$ cat src/core/fsio_map.svh
`ifndef FSIO_MAP_SVH
`define FSIO_MAP_SVH

// register word offsets (byte addresses)
`define FSIO_REG_CTRL      8'h00
`define FSIO_REG_OUT1      8'h04
`define FSIO_REG_OUT2      8'h08
`define FSIO_REG_FULLSCALE 8'h0C
`define FSIO_REG_TESTFLOW  8'h10
`define FSIO_REG_STATUS    8'h14
`define FSIO_REG_EVENTS    8'h18

// output config fields: [2:0] function, [3] sink, [4] normally closed
`define FSIO_OCFG_FUNC_LSB 0
`define FSIO_OCFG_SINK_BIT 3
`define FSIO_OCFG_NC_BIT   4
`define FSIO_OUT1_RESET    5'h01
`define FSIO_OUT2_RESET    5'h06

// ctrl fields: [2:0] input function, [3] pump mode, [4] test start
`define FSIO_CTRL_PUMP_BIT 3
`define FSIO_CTRL_TEST_BIT 4
`define FSIO_CTRL_RESET    5'h00

// full scale in 0.01 ml/s, test flow in 0.1 ml/s
`define FSIO_FULLSCALE_MAX 20'd800000
`define FSIO_TESTFLOW_MAX  16'd32000

// timing in ns and derived cycles at 50 ns
`define FSIO_CLK_NS        50
`define FSIO_TRIP_NS       100000
`define FSIO_PAUSE_NS      2000000000
`define FSIO_TRIP_CYC      (`FSIO_TRIP_NS / `FSIO_CLK_NS)
`define FSIO_PAUSE_CYC     (`FSIO_PAUSE_NS / `FSIO_CLK_NS)

`endif

$ cat src/core/fsio_pkg.sv
package fsio_pkg;

    typedef enum logic [2:0] {
        FSIO_FN_OFF   = 3'h0,
        FSIO_FN_PULSE = 3'h1,
        FSIO_FN_DOSE  = 3'h2,
        FSIO_FN_NEG   = 3'h3,
        FSIO_FN_LOWER = 3'h4,
        FSIO_FN_UPPER = 3'h5,
        FSIO_FN_EMPTY = 3'h6
    } fsio_out_fn_t;

    typedef enum logic [2:0] {
        FSIO_IN_OFF    = 3'h0,
        FSIO_IN_RESET  = 3'h1,
        FSIO_IN_DOSE   = 3'h2,
        FSIO_IN_CREEP  = 3'h3,
        FSIO_IN_OFFSET = 3'h4
    } fsio_in_fn_t;

    // measurement state coming from the meter core
    typedef struct packed {
        logic startup;
        logic empty;
        logic flow;
        logic negative;
        logic below_lower;
        logic above_upper;
        logic pulse;
        logic dosing;
        logic pulsating;
    } fsio_meas_t;

    // one switching output as drive enable plus level
    typedef struct packed {
        logic en;
        logic level;
    } fsio_drive_t;

endpackage

$ cat src/core/fsio_top.sv
// Notes on behaviour
// full scale 0..8000 ml/s, 0.01 steps
// full scale defaults to pipe maximum flow
// undervoltage releases every switching output
// overload: release after 100us, retry 2s
// one function per switching output
// reset: pulse and empty pipe, source, open
// sink/source and open/closed per output
// empty pipe: open drives when empty
// pulse: source pulses, sink low idle
// upper limit: open drives up to limit
// lower limit: closed drives below limit
// dosing: released at startup, open while dosing
// integrator avoids closed sense for dosing
// control input functions, default off
// rising edge clears totaliser
// rising edge captures zero offset
// level disables creep suppression
// controller raises input to start dose
// running dose ignores start requests
// test flow simulation up to 3200 ml/s
// restart stops and clears test flow
// pump mode forces strong filters while pulsation is reported
// output is drive enable plus polarity
// control input synchronised, one-cycle edge
`timescale 1ns/1ps
`default_nettype none
`include "fsio_map.svh"

module fsio_top
    import fsio_pkg::*;
#(
    parameter int unsigned TRIP_CYC  = `FSIO_TRIP_CYC,
    parameter int unsigned PAUSE_CYC = `FSIO_PAUSE_CYC,
    parameter logic [19:0] FULLSCALE_DEFAULT = 20'd100000
) (
    input  wire logic        clk_i,
    input  wire logic        rst_i,
    // classic wishbone slave
    input  wire logic        wb_cyc_i,
    input  wire logic        wb_stb_i,
    input  wire logic        wb_we_i,
    input  wire logic [7:0]  wb_adr_i,
    input  wire logic [3:0]  wb_sel_i,
    input  wire logic [31:0] wb_dat_i,
    output logic      [31:0] wb_dat_o,
    output logic             wb_ack_o,
    // meter core side
    input  wire fsio_meas_t  meas_i,
    input  wire logic        undervolt_i,
    input  wire logic [1:0]  overload_i,
    input  wire logic        control_input_i,
    output fsio_drive_t      first_switch_output_o,
    output fsio_drive_t      second_switch_output_o,
    output logic             counter_clear_o,
    output logic             offset_capture_o,
    output logic             dose_start_o,
    output logic             creep_off_o,
    output logic             filter_strong_o,
    output logic             test_active_o,
    output logic      [15:0] test_flow_o,
    output logic      [19:0] full_scale_o
);

    ////////////////////////////////////////////////////////////////////
    // registers
    logic [4:0]  ctrl;
    logic [4:0]  out_cfg [2];
    logic [19:0] full_scale;
    logic [15:0] test_flow;
    logic [2:0]  events;

    // bus decode
    wire bus_req  = wb_cyc_i & wb_stb_i & ~wb_ack_o;
    wire bus_wr   = bus_req & wb_we_i;
    wire wr_ctrl  = bus_wr & (wb_adr_i == `FSIO_REG_CTRL);
    wire wr_out1  = bus_wr & (wb_adr_i == `FSIO_REG_OUT1);
    wire wr_out2  = bus_wr & (wb_adr_i == `FSIO_REG_OUT2);
    wire wr_fs    = bus_wr & (wb_adr_i == `FSIO_REG_FULLSCALE);
    wire wr_test  = bus_wr & (wb_adr_i == `FSIO_REG_TESTFLOW);
    wire wr_evt   = bus_wr & (wb_adr_i == `FSIO_REG_EVENTS);
    wire [31:0] wmask = {{8{wb_sel_i[3]}}, {8{wb_sel_i[2]}},
                         {8{wb_sel_i[1]}}, {8{wb_sel_i[0]}}};
    wire [31:0] wdata = wb_dat_i & wmask;
    wire fs_ok    = wdata[19:0] <= `FSIO_FULLSCALE_MAX;
    wire test_ok  = wdata[15:0] <= `FSIO_TESTFLOW_MAX;

    ////////////////////////////////////////////////////////////////////
    // control input: two-stage sync then edge
    logic in_meta;
    logic in_sync;
    logic in_prev;
    wire  in_rise = in_sync & ~in_prev;
    fsio_in_fn_t in_fn;
    assign in_fn = fsio_in_fn_t'(ctrl[2:0]);

    always_ff @(posedge clk_i) begin
        if (rst_i) begin
            in_meta <= 1'b0;
            in_sync <= 1'b0;
            in_prev <= 1'b0;
        end else begin
            in_meta <= control_input_i;
            in_sync <= in_meta;
            in_prev <= in_sync;
        end
    end

    // input function decode
    wire next_clear  = in_rise & (in_fn == FSIO_IN_RESET);
    wire next_offset = in_rise & (in_fn == FSIO_IN_OFFSET);
    wire next_creep  = in_sync & (in_fn == FSIO_IN_CREEP);
    // a running dose locks the start input
    wire next_dose   = in_rise & (in_fn == FSIO_IN_DOSE)
                       & ~meas_i.dosing;

    ////////////////////////////////////////////////////////////////////
    // register writes; test start bit and value cleared by reset
    always_ff @(posedge clk_i) begin
        if (rst_i) begin
            ctrl       <= `FSIO_CTRL_RESET;
            out_cfg[0] <= `FSIO_OUT1_RESET;
            out_cfg[1] <= `FSIO_OUT2_RESET;
            full_scale <= FULLSCALE_DEFAULT;
            test_flow  <= 16'h0000;
        end else begin
            if (wr_ctrl)
                ctrl <= wdata[4:0];
            if (wr_out1)
                out_cfg[0] <= wdata[4:0];
            if (wr_out2)
                out_cfg[1] <= wdata[4:0];
            if (wr_fs && fs_ok)
                full_scale <= wdata[19:0];
            if (wr_test && test_ok)
                test_flow <= wdata[15:0];
        end
    end

    // sticky event flags, set wins over write-one-clear
    wire [2:0] evt_set = {next_dose, next_offset, next_clear};
    always_ff @(posedge clk_i) begin
        if (rst_i)
            events <= 3'h0;
        else
            events <= (events & ~(wr_evt ? wdata[2:0] : 3'h0)) | evt_set;
    end

    ////////////////////////////////////////////////////////////////////
    // effective measurement: test flow stands in for real flow
    wire test_on  = ctrl[`FSIO_CTRL_TEST_BIT];
    wire m_empty  = meas_i.empty & ~test_on;
    wire m_flow   = meas_i.flow | (test_on & (test_flow != 16'h0000));

    ////////////////////////////////////////////////////////////////////
    // per-output function, protection and drive
    fsio_drive_t drv [2];
    genvar g;
    generate
        for (g = 0; g < 2; g++) begin : g_out
            fsio_out_fn_t fn;
            logic sink;
            logic nc;
            logic act;
            logic hiz;
            logic [26:0] prot_cnt;
            logic tripped;
            assign fn   = fsio_out_fn_t'(out_cfg[g][2:0]);
            assign sink = out_cfg[g][`FSIO_OCFG_SINK_BIT];
            assign nc   = out_cfg[g][`FSIO_OCFG_NC_BIT];

            // active means driven, for open sense
            always_comb begin
                act = 1'b0;
                hiz = 1'b0;
                unique case (fn)
                    FSIO_FN_OFF:   hiz = 1'b1;
                    FSIO_FN_PULSE: begin
                        // sense is ignored in pulse mode
                        if (sink)
                            act = ~(m_flow & ~m_empty);
                        else
                            act = m_flow & ~m_empty & meas_i.pulse;
                    end
                    FSIO_FN_DOSE: begin
                        act = meas_i.dosing ^ nc;
                        hiz = meas_i.startup;
                    end
                    FSIO_FN_NEG:   act = meas_i.negative ^ nc;
                    FSIO_FN_LOWER:
                        act = ~meas_i.below_lower ^ nc;
                    FSIO_FN_UPPER:
                        act = ~meas_i.above_upper ^ nc;
                    FSIO_FN_EMPTY: act = m_empty ^ nc;
                    default:       hiz = 1'b1;
                endcase
            end

            // overload: trip after the delay, hold off, then retry
            always_ff @(posedge clk_i) begin
                if (rst_i) begin
                    prot_cnt <= 27'h0000000;
                    tripped  <= 1'b0;
                end else if (tripped) begin
                    if (prot_cnt >= 27'(PAUSE_CYC - 1)) begin
                        tripped  <= 1'b0;
                        prot_cnt <= 27'h0000000;
                    end else begin
                        prot_cnt <= prot_cnt + 27'h0000001;
                    end
                end else if (overload_i[g]) begin
                    if (prot_cnt >= 27'(TRIP_CYC - 1)) begin
                        tripped  <= 1'b1;
                        prot_cnt <= 27'h0000000;
                    end else begin
                        prot_cnt <= prot_cnt + 27'h0000001;
                    end
                end else begin
                    prot_cnt <= 27'h0000000;
                end
            end

            // enable plus polarity: source drives high, sink low
            assign drv[g].en    = act & ~hiz & ~tripped
                                  & ~undervolt_i;
            assign drv[g].level = ~sink;
        end
    endgenerate

    ////////////////////////////////////////////////////////////////////
    // registered outputs
    always_ff @(posedge clk_i) begin
        if (rst_i) begin
            first_switch_output_o  <= '0;
            second_switch_output_o <= '0;
            counter_clear_o        <= 1'b0;
            offset_capture_o       <= 1'b0;
            dose_start_o           <= 1'b0;
            creep_off_o            <= 1'b0;
            filter_strong_o        <= 1'b0;
            test_active_o          <= 1'b0;
            test_flow_o            <= 16'h0000;
            full_scale_o           <= FULLSCALE_DEFAULT;
        end else begin
            first_switch_output_o  <= drv[0];
            second_switch_output_o <= drv[1];
            counter_clear_o        <= next_clear;
            offset_capture_o       <= next_offset;
            dose_start_o           <= next_dose;
            creep_off_o            <= next_creep;
            // pulsation overrides filters only while it lasts
            filter_strong_o        <= ctrl[`FSIO_CTRL_PUMP_BIT]
                                      & meas_i.pulsating;
            test_active_o          <= test_on;
            test_flow_o            <= test_flow;
            full_scale_o           <= full_scale;
        end
    end

    ////////////////////////////////////////////////////////////////////
    // read mux; unmapped addresses read zero and still ack
    logic [31:0] rdata;
    always_comb begin
        unique case (wb_adr_i)
            `FSIO_REG_CTRL:      rdata = {27'h0, ctrl};
            `FSIO_REG_OUT1:      rdata = {27'h0, out_cfg[0]};
            `FSIO_REG_OUT2:      rdata = {27'h0, out_cfg[1]};
            `FSIO_REG_FULLSCALE: rdata = {12'h000, full_scale};
            `FSIO_REG_TESTFLOW:  rdata = {16'h0000, test_flow};
            `FSIO_REG_STATUS:    rdata = {26'h0, g_out[1].tripped,
                                          g_out[0].tripped,
                                          undervolt_i, meas_i.dosing,
                                          in_sync, filter_strong_o};
            `FSIO_REG_EVENTS:    rdata = {29'h0, events};
            default:             rdata = 32'h00000000;
        endcase
    end

    always_ff @(posedge clk_i) begin
        if (rst_i) begin
            wb_ack_o <= 1'b0;
            wb_dat_o <= 32'h00000000;
        end else begin
            wb_ack_o <= bus_req;
            wb_dat_o <= bus_req ? rdata : 32'h00000000;
        end
    end

endmodule // fsio_top
`default_nettype wire

$ cat config.mk
export PLATFORM = sky130hd
export DESIGN_NAME = fsio_top
export DESIGN_NICKNAME = d
export VERILOG_FILES = /design/src/core/fsio_pkg.sv /design/src/core/fsio_top.sv
export VERILOG_INCLUDE_DIRS = /design/src /design/src/core
export SDC_FILE = /design/constraint.sdc
export NUM_CORES = 1
export LEC_CHECK = 0
export BUFFER_PORTS_ARGS = -buffer_cell sky130_fd_sc_hd__buf_2
export CORE_MARGIN = 2
export CORE_UTILIZATION = 45
export CTS_CLUSTER_DIAMETER = 150
export CTS_CLUSTER_SIZE = 16
export DETAILED_ROUTE_END_ITERATION = 8
export PLACE_DENSITY_LB_ADDON = 0.15
export SETUP_SLACK_MARGIN = 0.1
export SLEW_MARGIN = 30
export SYNTH_ARGS = -nofsm -noshare
export SYNTH_HDL_FRONTEND = slang
export SYNTH_SLANG_ARGS = --single-unit
$ cat constraint.sdc
create_clock -name clk_i -period 2.4 [get_ports clk_i]
set_input_delay 0.48 -clock clk_i [delete_from_list [all_inputs] [get_ports clk_i]]
set_output_delay 0.48 -clock clk_i [all_outputs]
set_load 0.02 [all_outputs]
==> flow_metrics.env <==
export IMPL_status="finished, final reports clean"
export IMPL_vias=6502
export IMPL_synthAdderAreaFrac_pct=0.324
export IMPL_clock_sinks=180
export IMPL_setup_viol=0
export IMPL_crit_type="flop to flop"
export IMPL_rsz0062_at_grt="no"
export IMPL_path_buf_inv=1
export IMPL_wire_per_inst_microns=16.0
export IMPL_root_buffer="clkbuf_16"
export IMPL_clockBufferDepth=2
export IMPL_synth_edf_count=10
export IMPL_antenna_found_initial=0
export IMPL_synthSimpleGateAreaFrac_pct=25.3
export IMPL_r2r_cells=6
export IMPL_drt_pre_antenna_iters=5
export IMPL_synthXorXnorAreaFrac_pct=5.44
export IMPL_synthCells=843
export IMPL_cts_buffers=17
export IMPL_yosysSeqAreaShare_pct=47.9
export IMPL_path_cells="or4_1 > nor3_1 > o211ai_1 > a32oi_2 > buf_4 > nor3_1"
export IMPL_postCtsResizedCells=0
export IMPL_crit_path_end_kind="flop"
export IMPL_cp_top_family="simple AND/OR/NAND/NOR gates"
export IMPL_slowest_delay_ns=0.55
export IMPL_synth_top_area_share_pct=44.1
export IMPL_crit_path_start_kind="flop"
export IMPL_cp_required_ns=2.71
export IMPL_place_gp_congestion=0.871
export IMPL_yosys_area_top_type="dfxtp_1"
export IMPL_leakage_nw=3.57
export IMPL_htree_levels=4
export IMPL_synth_warnings=0
export IMPL_num_nets_final=1031
export IMPL_die_w_microns=135
export IMPL_top_layer="met4"
export IMPL_max_cap_violations=0
export IMPL_postPlaceCellArea_sq_mm=0.00858
export IMPL_holdBufCountCts=0
export IMPL_netlist_area_sq_mm=0.00772
export IMPL_path_depth=6
export IMPL_fillerInstances=1553
export IMPL_cts_tree="built"
export IMPL_placementRows=47
export IMPL_path_clk_slew_ns=0.08
export IMPL_final_cell_mix="170 x dfxtp_1, 114 x buf_2, 54 x nor3_1"
export IMPL_core_area_sq_mm=0.0167
export IMPL_synth_top_flop_cell="dfxtp_1"
export IMPL_route_met2_wl_microns=8800
export IMPL_dp_cells=1168
export IMPL_wirelength_met1_microns=9120
export IMPL_hold_viol_final=0
export IMPL_ys_ff_latch=180
export IMPL_ys_top_cells_by_area="dfxtp_1 44%, edfxtp_1 3.9%, xnor2_1 3.9%"
export IMPL_multi_input_area_sq_mm=0.00369
export IMPL_tns_ns=0
export IMPL_crit_slowest_cell="or4_1"
export IMPL_drc=0
export IMPL_hp_class="primary input to flop"
export IMPL_final_common_cell="dfxtp_1"
export IMPL_io_buffer_count=115
export IMPL_grt_max_degree=23
export IMPL_design_area_sq_mm=0.00921
export IMPL_cpMostUsedCell="nor3_1"
export IMPL_fin_crit_sh_pct=89.1
export IMPL_r2r_slack_ns=0.26
export IMPL_grt_overflow_total=0
export IMPL_syn_to_final_growth_pct=19.3
export IMPL_syn_avg_cell_area_sq_um=9.16
export IMPL_post_cts_setup_buffer_count=0
export IMPL_ys_types=70
export IMPL_grt_pass1_vias=5996
export IMPL_grt_first_pass_wirelength_microns=30700
export IMPL_ys_async_sr_fraction_pct=0
export IMPL_antenna_cells=0
export IMPL_fin_crit_ns=2.14
export IMPL_ant_nets=0
export IMPL_p_total_mw=6.17
export IMPL_fmax_mhz=467
export IMPL_clkLatencyLatePin_ns=0.43
export IMPL_start_util_pct=46.3
export IMPL_synthMuxAreaShare_pct=2.14
export IMPL_fin_worst_skew_ns=0.00922
export IMPL_ir_drop_mv=0.535
export IMPL_drtIter0Drc=460
export IMPL_whs_path_depth=2
export IMPL_cp_data_arrival_time_ns=2.45
export IMPL_io_pins=141
export IMPL_crit_fanout=11
export IMPL_met3_length_microns=1030
export IMPL_synth_top_family_by_area="simple AND/OR/NAND/NOR gates"
export IMPL_fp_dieH_microns=135
export IMPL_avgViaCountPerCell=5.42
export IMPL_maxSlewViolCount=0
export IMPL_power_density_mw_per_mm2=669
export IMPL_drt_wl_total_microns=19200
export IMPL_stdcell_count=1200
export IMPL_die_area_sq_mm=0.0182
export IMPL_track_usage_pct=21.3
export IMPL_dp_hpwl_microns=14100
export IMPL_drive_above_1_share_pct=21.8
export IMPL_synth_compound_area_share_pct=14.0
export IMPL_regArea_sq_mm=0.00370
==> worst reg2reg max path, cell delays in order, from the launching register on <==
cell,delay [ns]
dfxtp_1,0.34
or4_1,0.55
nor3_1,0.19
o211ai_1,0.15
a32oi_2,0.43
buf_4,0.28
nor3_1,0.07
==> synth_stat cells (6+ instances only) <==
library cell and count:
dfxtp_1 170, nor3_1 54, nor2_1 53, a21oi_1 51, nand2_1 50, nor2b_1 43
o21ai_0 41, clkbuf_1 35, nand3_1 34, xnor2_1 34, nand4_1 21, inv_1 20
a22oi_1 17, nor4_1 15, xor2_1 14, and3_1 13, and2_1 12, buf_4 12
mux2i_1 12, edfxtp_1 10, and4_1 9, a21o_1 8, o211ai_1 7, or2_2 7
or4_1 6
==> through the flow <==
stage | hold WS (ns) | setup slack [ns] | utilization [%]
global route | 0.287 | 0.145 | 55.2
global placement | 0.421 | 0.0699 | 51.4
floorplan | 0.400 | 0.155 | -
CTS | 0.261 | 0.246 | 55.2
finish | 0.269 | 0.261 | 55.2
detailed placement | 0.427 | 0.0355 | 51.4
==> report_power, final <==
| group | leakage, nW | switching, mW | internal (mW) |
|---|---|---|---|
| clock network | 0.304 | 1.39 | 1.44 |
| logic | 1.80 | 0.186 | 0.0990 |
| registers | 1.47 | 0.0191 | 3.03 |
==> logic make-up after synthesis <==
logic type,count (synthesis)
other,1
flip-flops,180
buffers and inverters,77
adder cells (fa/ha/maj),2
AND/OR/NAND/NOR,352
multiplexers,16
AO/OA/AOI/OAI,167
XOR/XNOR,48
==> flip-flops by register name, summed over array words and instances, names as in the netlist, 2 cells and up <==
| signal | count |
|---|---|
| wb_dat_o | 20 |
| first_switch_output_o | 2 |
| g_out.prot_cnt | 54 |
| second_switch_output_o | 2 |
| out_cfg | 10 |
| full_scale_o | 20 |
| test_flow_o | 16 |
| test_flow | 16 |
| events | 3 |
| ctrl | 5 |
| full_scale | 20 |
| g_out.tripped | 2 |
==> area by class of cell <==
| cell class | count | area share, % |
|---|---|---|
| sequential | 180 | 40.2 |
| multi-input combinational | 599 | 40.1 |
| timing repair buffer | 149 | 9.04 |
| clock buffer | 17 | 4.62 |
| tap | 220 | 2.99 |
| clock inverter | 15 | 2.24 |
| inverter | 20 | 0.815 |
==> path summary, 6_finish.rpt <==
path                                     end                              from
max          g_out[0].prot_cnt[4]$_SDFF_PP0_  g_out[0].prot_cnt[23]$_SDFF_PP0_
min                       in_meta$_SDFF_PP0_                   control_input_i
min reg2reg       counter_clear_o$_SDFF_PP0_                in_prev$_SDFF_PP0_
max reg2reg  g_out[0].prot_cnt[4]$_SDFF_PP0_  g_out[0].prot_cnt[23]$_SDFF_PP0_
==> layer usage <==
metal / vias to the layer above / track usage (%)
li1: 3247 / -
met1: 3022 / 29.6
met2: 212 / 34.2
met3: 21 / 3.94
met4: 0 / 6.08
met5: - / 0
Power figures use the tool's default switching activity.
